<file path="config.mk">
export PLATFORM = sky130hd
export DESIGN_NAME = line_cfg_regs
export DESIGN_NICKNAME = d
export VERILOG_FILES = /design/src/logic/line_cfg_pkg.sv /design/src/logic/line_cfg_regs.sv
export SDC_FILE = /design/constraint.sdc
export NUM_CORES = 1
export LEC_CHECK = 0
export BUFFER_PORTS_ARGS = -buffer_cell sky130_fd_sc_hd__buf_4
export CORE_MARGIN = 5
export CORE_UTILIZATION = 56
export DETAILED_ROUTE_END_ITERATION = 16
export GPL_TIMING_DRIVEN = 0
export PLACE_DENSITY_LB_ADDON = 0.12
export SLEW_MARGIN = 10
export SYNTH_ARGS = -nofsm -noshare
export SYNTH_HDL_FRONTEND = slang
export SYNTH_SLANG_ARGS = --single-unit
</file>
<file path="constraint.sdc">
create_clock -name SYS_CLK -period 7.2 [get_ports SYS_CLK]
set_clock_uncertainty 0.1 [all_clocks]
set_input_delay 0.72 -clock SYS_CLK [delete_from_list [all_inputs] [get_ports SYS_CLK]]
set_output_delay 0.72 -clock SYS_CLK [all_outputs]
set_load 0.01 [all_outputs]
</file>
<file path="src/logic/line_cfg_pkg.sv">
/*
 Constants for the four-channel line unit configuration register bank:
 register offsets, bank pointer codes, field layout and reset values.
 Assumes an AXI4-Lite slave with byte addresses four times the offset.
*/
package line_cfg_pkg;
   localparam int unsigned NUM_CH = 4;
   localparam int unsigned ADDR_W = 8;
   localparam int unsigned DATA_W = 32;
   // expanded bank offsets
   localparam logic [7:0] OFS_SINGLE_RAIL = 8'h00;
   localparam logic [7:0] OFS_LINE_CODE = 8'h01;
   localparam logic [7:0] OFS_CLK_BYPASS = 8'h02;
   localparam logic [7:0] OFS_RX_PDN = 8'h03;
   localparam logic [7:0] OFS_TX_PDN = 8'h04;
   localparam logic [7:0] OFS_ZERO_RUN = 8'h05;
   localparam logic [7:0] OFS_VIOL_DIS = 8'h06;
   localparam logic [7:0] OFS_EQUALIZER = 8'h07;
   // primary bank offsets
   localparam logic [7:0] OFS_ALARM_MASK = 8'h14;
   localparam logic [7:0] OFS_ALARM_FLAGS = 8'h15;
   // both banks
   localparam logic [7:0] OFS_BANK_PTR = 8'h1f;
   // bank pointer codes, reset values, response codes and word address shift
   localparam logic [7:0] BANK_PRIMARY = 8'h00;
   localparam logic [7:0] BANK_EXPANDED = 8'haa;
   localparam logic [7:0] BANK_PTR_RST = 8'h00;
   localparam logic [3:0] CH_RST = 4'h0;
   localparam logic [1:0] RESP_OKAY = 2'b00;
   localparam logic [1:0] RESP_SLVERR = 2'b10;
   localparam int unsigned WORD_LSB = 2;
endpackage

</file>
<file path="src/logic/line_cfg_regs.sv">
/*
 Configuration and status registers of a four-channel line unit,
 reached over AXI4-Lite, with per-channel control outputs.
 Assumes inputs synchronous to SYS_CLK and a software master that
 issues one write and one read at a time.
*/
// The AXI4-Lite interface to the registers was chosen for this implementation.
`timescale 1ns/1ps
module line_cfg_regs #(
   parameter int unsigned CHANNELS = line_cfg_pkg::NUM_CH
) (
   input wire logic SYS_CLK,
   input wire logic RST,
   input wire logic CLK_EN,
   // axi4-lite slave
   input wire logic [line_cfg_pkg::ADDR_W-1:0] S_AXI_AWADDR,
   input wire logic [2:0] S_AXI_AWPROT,
   input wire logic S_AXI_AWVALID,
   output logic S_AXI_AWREADY,
   input wire logic [line_cfg_pkg::DATA_W-1:0] S_AXI_WDATA,
   input wire logic [3:0] S_AXI_WSTRB,
   input wire logic S_AXI_WVALID,
   output logic S_AXI_WREADY,
   output logic [1:0] S_AXI_BRESP,
   output logic S_AXI_BVALID,
   input wire logic S_AXI_BREADY,
   input wire logic [line_cfg_pkg::ADDR_W-1:0] S_AXI_ARADDR,
   input wire logic [2:0] S_AXI_ARPROT,
   input wire logic S_AXI_ARVALID,
   output logic S_AXI_ARREADY,
   output logic [line_cfg_pkg::DATA_W-1:0] S_AXI_RDATA,
   output logic [1:0] S_AXI_RRESP,
   output logic S_AXI_RVALID,
   input wire logic S_AXI_RREADY,
   // channel pins and status
   input wire logic [CHANNELS-1:0] ALARM_STATUS,
   input wire logic [CHANNELS-1:0] TX_NEGATIVE_RAIL_PIN,
   input wire logic [CHANNELS-1:0] TX_LINE_CLOCK_PIN,
   // per-channel controls and expanded bank flag
   output logic [CHANNELS-1:0] SINGLE_RAIL_MODE,
   output logic [CHANNELS-1:0] AMI_SELECT,
   output logic [CHANNELS-1:0] CLK_RECOVERY_ON,
   output logic [CHANNELS-1:0] RX_POWERDOWN,
   output logic [CHANNELS-1:0] TX_POWERDOWN,
   output logic [CHANNELS-1:0] TX_HIGH_Z,
   output logic [CHANNELS-1:0] ZERO_RUN_DETECT_ON,
   output logic [CHANNELS-1:0] VIOLATION_DETECT_ON,
   output logic [CHANNELS-1:0] RX_EQUALIZER_ON,
   output logic EXPANDED_BANK
);

   // channel fields live in byte lane 0 of each register
   if (CHANNELS < 1 || CHANNELS > 8) begin : g_bad_channels
      $error("CHANNELS must be 1 to 8");
   end

   localparam int unsigned CW = CHANNELS;

   /*****************************************************************
    state
   *****************************************************************/
   typedef struct packed {
      logic aw_held;
      logic [line_cfg_pkg::ADDR_W-1:0] aw_addr;
      logic w_held;
      logic [line_cfg_pkg::DATA_W-1:0] w_data;
      logic [3:0] w_strb;
      logic bvalid;
      logic [1:0] bresp;
      logic rvalid;
      logic [1:0] rresp;
      logic [line_cfg_pkg::DATA_W-1:0] rdata;
      logic [7:0] bank_ptr;
      logic [CW-1:0] single_rail;
      logic [CW-1:0] line_code;
      logic [CW-1:0] clk_bypass;
      logic [CW-1:0] rx_pdn;
      logic [CW-1:0] tx_pdn;
      logic [CW-1:0] zero_run;
      logic [CW-1:0] viol_dis;
      logic [CW-1:0] equalizer;
      logic [CW-1:0] alarm_mask;
      logic [CW-1:0] alarm_flags;
      logic [CW-1:0] alarm_last;
   } state_s;

   state_s state_reg;
   state_s state_next;

   typedef enum {
      SEL_NONE,
      SEL_SINGLE_RAIL,
      SEL_LINE_CODE,
      SEL_CLK_BYPASS,
      SEL_RX_PDN,
      SEL_TX_PDN,
      SEL_ZERO_RUN,
      SEL_VIOL_DIS,
      SEL_EQUALIZER,
      SEL_ALARM_MASK,
      SEL_ALARM_FLAGS,
      SEL_BANK_PTR
   } reg_sel_e;

   /*****************************************************************
    address decode
   *****************************************************************/
   function automatic reg_sel_e decode(
      input logic [line_cfg_pkg::ADDR_W-1:0] addr,
      input logic [7:0] bank
   );
      logic [7:0] ofs;
      reg_sel_e sel;
      ofs = {line_cfg_pkg::WORD_LSB'(0),
         addr[line_cfg_pkg::ADDR_W-1:line_cfg_pkg::WORD_LSB]};
      sel = SEL_NONE;
      if (addr[line_cfg_pkg::WORD_LSB-1:0] != '0) begin
         sel = SEL_NONE;
      end else if (ofs == line_cfg_pkg::OFS_BANK_PTR) begin
         sel = SEL_BANK_PTR;
      end else if (bank == line_cfg_pkg::BANK_EXPANDED) begin
         case (ofs)
            line_cfg_pkg::OFS_SINGLE_RAIL: sel = SEL_SINGLE_RAIL;
            line_cfg_pkg::OFS_LINE_CODE: sel = SEL_LINE_CODE;
            line_cfg_pkg::OFS_CLK_BYPASS: sel = SEL_CLK_BYPASS;
            line_cfg_pkg::OFS_RX_PDN: sel = SEL_RX_PDN;
            line_cfg_pkg::OFS_TX_PDN: sel = SEL_TX_PDN;
            line_cfg_pkg::OFS_ZERO_RUN: sel = SEL_ZERO_RUN;
            line_cfg_pkg::OFS_VIOL_DIS: sel = SEL_VIOL_DIS;
            line_cfg_pkg::OFS_EQUALIZER: sel = SEL_EQUALIZER;
            default: sel = SEL_NONE;
         endcase
      end else if (bank == line_cfg_pkg::BANK_PRIMARY) begin
         case (ofs)
            line_cfg_pkg::OFS_ALARM_MASK: sel = SEL_ALARM_MASK;
            line_cfg_pkg::OFS_ALARM_FLAGS: sel = SEL_ALARM_FLAGS;
            default: sel = SEL_NONE;
         endcase
      end else begin
         sel = SEL_NONE;
      end
      return sel;
   endfunction

   // byte-lane 0 merge of a channel field; upper bits are dropped
   function automatic logic [CW-1:0] merge(
      input logic [CW-1:0] old,
      input logic [line_cfg_pkg::DATA_W-1:0] data,
      input logic [3:0] strb
   );
      logic [CW-1:0] res;
      res = strb[0] ? data[CW-1:0] : old;
      return res;
   endfunction

   /*****************************************************************
    next state
   *****************************************************************/
   logic aw_now;
   logic w_now;
   logic do_write;
   logic do_read;
   logic [line_cfg_pkg::ADDR_W-1:0] wr_addr;
   logic [line_cfg_pkg::DATA_W-1:0] wr_data;
   logic [3:0] wr_strb;
   reg_sel_e wsel;
   reg_sel_e rsel;
   logic [CW-1:0] alarm_event;
   logic flags_read;
   logic [CW-1:0] rfield;

   always_comb begin
      state_next = state_reg;
      rfield = '0;
      aw_now = S_AXI_AWVALID && !state_reg.aw_held && !state_reg.bvalid;
      w_now = S_AXI_WVALID && !state_reg.w_held && !state_reg.bvalid;
      wr_addr = state_reg.aw_held ? state_reg.aw_addr : S_AXI_AWADDR;
      wr_data = state_reg.w_held ? state_reg.w_data : S_AXI_WDATA;
      wr_strb = state_reg.w_held ? state_reg.w_strb : S_AXI_WSTRB;
      do_write = (state_reg.aw_held || aw_now) &&
         (state_reg.w_held || w_now) && !state_reg.bvalid;
      do_read = S_AXI_ARVALID && !state_reg.rvalid;
      wsel = decode(wr_addr, state_reg.bank_ptr);
      rsel = decode(S_AXI_ARADDR, state_reg.bank_ptr);
      flags_read = do_read && (rsel == SEL_ALARM_FLAGS);

      // alarm change detection
      alarm_event = (ALARM_STATUS ^ state_reg.alarm_last) &
         state_reg.alarm_mask;
      state_next.alarm_last = ALARM_STATUS;
      state_next.alarm_flags = (flags_read ? '0 : state_reg.alarm_flags)
         | alarm_event;

      // write channel
      if (aw_now && !do_write) begin
         state_next.aw_held = 1'b1;
         state_next.aw_addr = S_AXI_AWADDR;
      end
      if (w_now && !do_write) begin
         state_next.w_held = 1'b1;
         state_next.w_data = S_AXI_WDATA;
         state_next.w_strb = S_AXI_WSTRB;
      end
      if (do_write) begin
         state_next.aw_held = 1'b0;
         state_next.w_held = 1'b0;
         state_next.bvalid = 1'b1;
         state_next.bresp = line_cfg_pkg::RESP_OKAY;
         case (wsel)
            SEL_SINGLE_RAIL: state_next.single_rail =
               merge(state_reg.single_rail, wr_data, wr_strb);
            SEL_LINE_CODE: state_next.line_code =
               merge(state_reg.line_code, wr_data, wr_strb);
            SEL_CLK_BYPASS: state_next.clk_bypass =
               merge(state_reg.clk_bypass, wr_data, wr_strb);
            SEL_RX_PDN: state_next.rx_pdn =
               merge(state_reg.rx_pdn, wr_data, wr_strb);
            SEL_TX_PDN: state_next.tx_pdn =
               merge(state_reg.tx_pdn, wr_data, wr_strb);
            SEL_ZERO_RUN: state_next.zero_run =
               merge(state_reg.zero_run, wr_data, wr_strb);
            SEL_VIOL_DIS: state_next.viol_dis =
               merge(state_reg.viol_dis, wr_data, wr_strb);
            SEL_EQUALIZER: state_next.equalizer =
               merge(state_reg.equalizer, wr_data, wr_strb);
            SEL_ALARM_MASK: state_next.alarm_mask =
               merge(state_reg.alarm_mask, wr_data, wr_strb);
            SEL_BANK_PTR: begin
               if (wr_strb[0]) begin
                  state_next.bank_ptr = wr_data[7:0];
               end
            end
            // read-only flags ignore writes
            SEL_ALARM_FLAGS: state_next.bresp = line_cfg_pkg::RESP_OKAY;
            default: state_next.bresp = line_cfg_pkg::RESP_SLVERR;
         endcase
      end
      if (state_reg.bvalid && S_AXI_BREADY) begin
         state_next.bvalid = 1'b0;
      end

      // read channel
      if (do_read) begin
         state_next.rvalid = 1'b1;
         state_next.rresp = line_cfg_pkg::RESP_OKAY;
         case (rsel)
            SEL_SINGLE_RAIL: rfield = state_reg.single_rail;
            SEL_LINE_CODE: rfield = state_reg.line_code;
            SEL_CLK_BYPASS: rfield = state_reg.clk_bypass;
            SEL_RX_PDN: rfield = state_reg.rx_pdn;
            SEL_TX_PDN: rfield = state_reg.tx_pdn;
            SEL_ZERO_RUN: rfield = state_reg.zero_run;
            SEL_VIOL_DIS: rfield = state_reg.viol_dis;
            SEL_EQUALIZER: rfield = state_reg.equalizer;
            SEL_ALARM_MASK: rfield = state_reg.alarm_mask;
            SEL_ALARM_FLAGS: rfield = state_reg.alarm_flags;
            SEL_BANK_PTR: rfield = '0;
            default: begin
               rfield = '0;
               state_next.rresp = line_cfg_pkg::RESP_SLVERR;
            end
         endcase
         if (rsel == SEL_BANK_PTR) begin
            state_next.rdata = {24'h000000, state_reg.bank_ptr};
         end else begin
            state_next.rdata = '0;
            state_next.rdata[CW-1:0] = rfield;
         end
      end else if (state_reg.rvalid && S_AXI_RREADY) begin
         state_next.rvalid = 1'b0;
      end
   end

   /*****************************************************************
    registers
   *****************************************************************/
   always_ff @(posedge SYS_CLK or posedge RST) begin
      if (RST) begin
         state_reg <= '0;
         state_reg.bank_ptr <= line_cfg_pkg::BANK_PTR_RST;
         state_reg.alarm_flags <= CW'(line_cfg_pkg::CH_RST);
      end else if (CLK_EN) begin
         state_reg <= state_next;
      end
   end

   /*****************************************************************
    bus outputs
   *****************************************************************/
   // handshakes stall while the clock enable is low, so none is lost
   assign S_AXI_AWREADY = CLK_EN && !state_reg.aw_held && !state_reg.bvalid;
   assign S_AXI_WREADY = CLK_EN && !state_reg.w_held && !state_reg.bvalid;
   assign S_AXI_BVALID = CLK_EN && state_reg.bvalid;
   assign S_AXI_BRESP = state_reg.bresp;
   assign S_AXI_ARREADY = CLK_EN && !state_reg.rvalid;
   assign S_AXI_RVALID = CLK_EN && state_reg.rvalid;
   assign S_AXI_RRESP = state_reg.rresp;
   assign S_AXI_RDATA = state_reg.rdata;

   /*****************************************************************
    channel controls
   *****************************************************************/
   logic [CW-1:0] single_rail_eff;
   assign CLK_RECOVERY_ON = ~state_reg.clk_bypass;
   assign single_rail_eff =
      (state_reg.single_rail & ~state_reg.clk_bypass)
      | (~state_reg.single_rail & TX_NEGATIVE_RAIL_PIN);
   assign SINGLE_RAIL_MODE = single_rail_eff;
   assign AMI_SELECT = state_reg.line_code & single_rail_eff
      & ~state_reg.clk_bypass;
   assign RX_POWERDOWN = state_reg.rx_pdn;
   assign TX_POWERDOWN = state_reg.tx_pdn | ~TX_LINE_CLOCK_PIN;
   assign TX_HIGH_Z = TX_POWERDOWN;
   assign ZERO_RUN_DETECT_ON = state_reg.zero_run & single_rail_eff
      & ~AMI_SELECT;
   assign VIOLATION_DETECT_ON = ~state_reg.viol_dis & single_rail_eff
      & ~AMI_SELECT;
   assign RX_EQUALIZER_ON = state_reg.equalizer;
   assign EXPANDED_BANK =
      state_reg.bank_ptr == line_cfg_pkg::BANK_EXPANDED;
endmodule

</file>
# After elaboration in Yosys (flattened, before gate mapping)
# Memory sizes are Yosys's and may differ from the RTL's.
# Index checks and enable logic that the tools add are counted.
# W data, S select, Z words.
totals:
  ff_bits: 136
  mem_bits_ro: 64
  input_bits: 78
  output_inout_bits: 78
  elab_cells: 156
  mem_count: 2
mem_list:
  columns: ["name", "depth", "width", "rd", "rd_clocked_by_memory_dff", "write_ports", "line", "text"]
  rows:
  - ["(no name shown)", 8, 4, 1, 0, 0, "line_cfg_regs.sv:122", "case (ofs)"]
  - ["(no name shown)", 8, 4, 1, 0, 0, "line_cfg_regs.sv:122", null]
classes:
  n_eq_ne: 31
  muxes: 28
  n_bitwise: 18
  reduce_logical: 55
op_table:
  columns: ["operator", "count"]
  rows:
  - ["$mux W32", 10]
  - ["$eq A32 B3 Y1 const B", 8]
  - ["$eq A32 B4 Y1 const B", 8]
  - ["$eq A32 B2 Y1 const B", 4]
  - ["$eq A32 B1 Y1 const B", 2]
  - ["$eq A32 B5 Y1 const B", 2]
  - ["$pmux W4 S10", 1]
  - ["$reduce_and A4 Y1", 10]
  - ["$mux W37", 1]
  - ["$and A4 B4 Y4", 9]
  - ["$eq A6 B5 Y1 const B", 6]
  - ["$mux W8", 3]
  - ["$reduce_or A11 Y1", 2]
  - ["$not A4 Y4", 5]
  - ["$logic_and A1 B1 Y1", 19]
  - ["$pmux W4 S2", 2]
  - ["$reduce_and A2 Y1", 8]
  - ["$or A4 B4 Y4", 3]
  - ["$reduce_bool A2 Y1", 6]
  - ["$mux W9", 1]
  - ["$eq A8 B8 Y1 const B", 1]
  - ["$logic_not A8 Y1", 1]
  - ["$logic_not A3 Y1", 2]
  - ["$mux W1", 6]
  - ["other kinds (6)", 12]

# Longest topological paths before layout
logic_depth:
  depth_word: 12
  ltp_mapped: 11
  depth_no_buf: 8

# Least setup slack after synthesis
# Ideal clock, no wire load.
synth_path:
  path_kind: "reg-to-reg"
  from: "register state_reg[135] in the netlist's numbering"
  to: "register state_reg (netlist bit RX_EQUALIZER_ON[0])"
  setup_time_ns: 0.125
  t_arrival_ns: 2.846
  required_ns: 6.975
  path_slack_ns: 4.129
  stages_incl_launch_ff: 11
  path_buffers: 2
  synth_period_minus_slack_ns: 3.071
  path_cell_list: "dfrtp_1 clkbuf_1 buf_2 mux2i_1 inv_1 ha_1 o2111ai_1 a211oi_1 or4_1 nor3_2 mux2_2"
synth_via:
  elab_chain_len: 9
synth_lines:
  columns: ["item", "line", "text"]
  rows:
  - ["start: declaration", "line_cfg_regs.sv:87", "state_s state_reg;"]
  - ["start signal: assignment", "line_cfg_regs.sv:283", "state_reg <= state_next;"]
  - ["$mux W8", "line_cfg_regs.sv:177", "wr_addr = state_reg.aw_held ? state_reg.aw_addr : S_AXI_AWADDR;"]
  - ["$eq A6 B5 Y1", "line_cfg_regs.sv:134", "case (ofs)"]
  - ["$pmux W4 S2", "line_cfg_regs.sv:134", null]
  - ["$mux W32", "line_cfg_regs.sv:133", "end else if (bank == line_cfg_pkg::BANK_PRIMARY) begin"]
  - ["$mux W32", "line_cfg_regs.sv:121", "end else if (bank == line_cfg_pkg::BANK_EXPANDED) begin"]
  - ["$mux W32", "line_cfg_regs.sv:119", "end else if (ofs == line_cfg_pkg::OFS_BANK_PTR) begin"]
  - ["$mux W32", "line_cfg_regs.sv:117", "if (addr[line_cfg_pkg::WORD_LSB-1:0] != '0) begin"]
  - ["$eq A32 B4 Y1", "line_cfg_regs.sv:209", "case (wsel)"]
  - ["$reduce_and A4 Y1 (no line) *", null, null]
# Mark *: on every way between the ends. The rest lies on a longest branch, timed or not.
# A chain may end at the register's enable or synchronous reset.

# Worst setup path in the final report
layout_path:
  from: "register state_reg[135] in the netlist's numbering"
  to: "register state_reg (netlist bit RX_EQUALIZER_ON[1])"
# The elaborated chain is that of the path after synthesis.

==> key figures <==
Routing
  – Wirelength per Cell: approximately 20 um
  – Initial detailed-routing violation count: between 300 and 400
  – Via count: between 4,000 and 5,000
  – Remaining DRCs: 0
  – DRT Wirelength: around 15 mm
  – TritonRoute pass-1 iters: 5
  – Vias per inst: just under 6
  – Routed Antenna Nets: 0

Worst setup path
  – CP Data Required Time: 7.34 ns
  – Path type of the worst setup path: reg -> reg
  – Crit start category: flop
  – CP arrival: 3.84 ns
  – Maximum fanout along the worst path: 10
  – Critical Path Start: state_reg[135]$_DFFE_PP0P_
  – Beginning of the worst register-to-register path: state_reg[135]$_DFFE_PP0P_
  – R2r endpoint: RX_EQUALIZER_ON[1]$_DFFE_PP0P_
  – Setup crit end kind: flop
  – Setup crit end: RX_EQUALIZER_ON[1]$_DFFE_PP0P_
  – FF-to-FF setup slack: between 3 and 4 ns
  – Cells on worst reg2reg path: 10

Placed design
  – I/O Buffers: 96
  – Placer Congestion: just over 0.9
  – Dpl hpwl: between 10 and 15 mm
  – Pre-CTS setup slack: approximately 3.4 ns

Timing
  – Worst slew pin tran: about 1.1 ns
  – # setup viols final: 0
  – Final critical-path share of the clock period: 0.5150
  – Final WS setup: 3.492 ns
  – Max Freq: roughly 270 MHz
  – Post-route minimum period: ~3.7 ns
  – RSZ-0062 raised after global routing: no
  – Final Hold Vio Count: 0
  – Setup TNS: 0 ns
  – Max Slew Vio Count: 0
  – Worst rel slew slack: 0.2702

Synthesis
  – Post-synthesis cell count: 493
  – EDFF count, synth: 0
  – Sequential area share after synthesis: 0.4047
  – Yosys reg bits: a little over 80
  – Syn avg cell area: between 10 and 15 um^2
  – Yosys warns: 0
  – Async S/R FF share, synth: 1.000
  – Synthesized area: between 5000 and 6000 um^2
  – Netlist cell types: 64
  – Predominant post-synthesis flop cell: dfrtp_1

Clock tree
  – Root buf cell: clkbuf_8
  – CTS tree: yes
  – Number of gates resized after CTS: 0
  – Post-CTS setup repair buffer count: 0
  – Clock Latency Late Sink: about 0.35 ns
  – Total clock sinks: a little over 80
  – CTS Buf Count: 9
  – Cts-stage hold buffer count: 0
  – Reg clk slew, reported paths: roughly 0.09 ns
  – Clk buf depth: 2
  – CTS H-tree lvls: 3

Floorplan
  – Die area: roughly 11,000 um^2
  – Die height: ~110 um
  – Initial Util: 0.5662
  – I/O Pins: 156
  – Rows: 35
  – Die Width: about 110 um
  – Core Region: ~9100 um^2

Global route
  – First-pass GRT wire length: ~24 mm
  – Vias in the first global route: around 4,400
  – GRT met1 Usage: 0.3848
  – Grt met3 use: 0.04899
  – All-Layer GR Usage: 0.2655
  – Global route hottest layer: met2
  – Antenna violations before repair: 0
  – Largest net degree at the start of global routing: 60
  – Grt met2 use: 0.4121
  – Overflow after GRT: 0

Cells and area
  – Share of cells above drive strength 1: 0.4010
  – Net count, final: between 700 and 800
  – Max FFs per register: between 60 and 70
  – # fillers: just over 700
  – # diodes: 0
  – Area Growth Syn to Fin: 23.60%

Power
  – Leakage power: approximately 0.0031 uW
  – Max rail drop VDD: between 0.2 and 0.25 mV
  – Pwr per Cell Area: ~220 nW/um^2

Hold path
  – Hold Path Class: in -> async

Status
  – Status: finished clean

Run
  – Max-cap violations: 0
-- worst max-delay path, stage by stage (launching register included) --
cell and delay (ns):
dfrtp_1 0.34, clkbuf_1 0.26, buf_2 0.29, mux2i_1 0.35
inv_1 0.17, ha_1 0.24, o2111ai_1 0.24, a211oi_1 0.19
or4_1 0.56, nor3_2 0.45, mux2_2 0.39
-- final cells by class --
type,count,area (um^2),area share
clock inverters,5,85.08,0.01341
plain buffers,62,415.4,0.06548
multi-input cells,352,2656,0.4187
inverters,21,81.33,0.01282
clock buffers,11,141.4,0.02229
repair buffers,97,748.2,0.1179
well taps,111,138.9,0.02189
flip-flops and latches,83,2077,0.3274
-- through the flow --
| step | instances | hold slack, ns | cell area (um^2) | power [uW] | util |
|---|---|---|---|---|---|
| floorplan | 518 | 0.3504 | 5226 | 875.7 | - |
| global placement | 725 | 0.3693 | 6086 | 1009 | 0.6714 |
| detailed placement | 726 | 0.3797 | 6116 | 1035 | 0.6747 |
| CTS | 742 | 0.2486 | 6342 | 1412 | 0.6997 |
| global route | 742 | 0.2523 | 6344 | 1488 | 0.6998 |
| finish | 742 | 0.2436 | 6344 | 1409 | 0.6998 |
-- power breakdown --
group / switching, uW / internal, uW
clock network: 172 / 207
logic: 232 / 209
registers: 47.7 / 542
-- kinds of logic after synthesis --
| group | Yosys count | synth area share |
|---|---|---|
| AND/OR/NAND/NOR | 155 | 0.1748 |
| buffers and inverters | 83 | 0.09630 |
| flip-flops | 83 | 0.4047 |
| AO/OA/AOI/OAI | 76 | 0.1163 |
| multiplexers | 83 | 0.1809 |
| adder cells (fa/ha/maj) | 8 | 0.01950 |
| other | 1 | 0.0007306 |
| XOR/XNOR | 4 | 0.006825 |
-- routing by layer --
metal	vias to the layer above	routed length (um)
met5	-	0
met1	2120	6493
met2	199	6655
li1	2025	-
met3	20	1114
met4	0	269
-- synth_stat cells, drive strengths merged, types with 3 or more instances --
library cell,n,share of area
nand4,12,0.015
mux2i,5,0.0098
a41oi,3,0.0051
nor2,29,0.021
a22oi,3,0.0044
or3,3,0.0037
a32o,8,0.016
nand2,25,0.018
a31oi,3,0.0037
nor3,17,0.020
mux2,78,0.17
nor3b,5,0.0093
buf,51,0.073
a21oi,11,0.011
xor2,4,0.0068
ha,8,0.020
and2,6,0.0073
nor4,11,0.018
a2111oi,4,0.010
o211ai,5,0.0073
and4,7,0.012
nand3,6,0.0059
a21o,4,0.0059
o21ai,11,0.011
inv,21,0.015
and3,12,0.015
nand3b,4,0.0059
a211oi,4,0.0059
clkbuf,11,0.0080
dfrtp,83,0.40
nand2b,9,0.011
-- layout by cell type, fill, tap and decap left out, types with 4 or more instances in the layout --
cell type,n
nor4_1,9
nand3b_1,4
and3_1,12
nand2_1,25
a21o_1,4
clkbuf_8,10
nand3_1,6
conb_1,26
a32o_1,8
xor2_1,4
mux2i_1,5
o211ai_1,5
and2_1,5
mux2_2,78
clkbuf_1,12
nand4_1,12
and4_1,7
a211oi_1,4
nor2_1,29
ha_1,8
a21oi_1,11
inv_1,20
nand2b_1,9
dfrtp_1,83
buf_4,144
nor3_1,14
o21ai_0,9
-- worst min path at each step --
stage | depth (start not counted) | slack, ns | startpoint | end
6_report | 2 | 0.24 | RST | state_reg[49]$_DFFE_PP0P_
4_1_cts | 2 | 0.25 | RST | state_reg[101]$_DFFE_PP0P_
3_3_place_gp | 2 | 0.37 | S_AXI_RRESP[1]$_DFFE_PP0P_ | S_AXI_RRESP[1]$_DFFE_PP0P_
3_5_place_dp | 2 | 0.38 | S_AXI_RRESP[1]$_DFFE_PP0P_ | S_AXI_RRESP[1]$_DFFE_PP0P_
5_1_grt | 2 | 0.25 | RST | state_reg[101]$_DFFE_PP0P_
2_1_floorplan | 2 | 0.35 | state_reg[89]$_DFFE_PP0P_ | state_reg[89]$_DFFE_PP0P_
(Power assumes the default switching activity.)
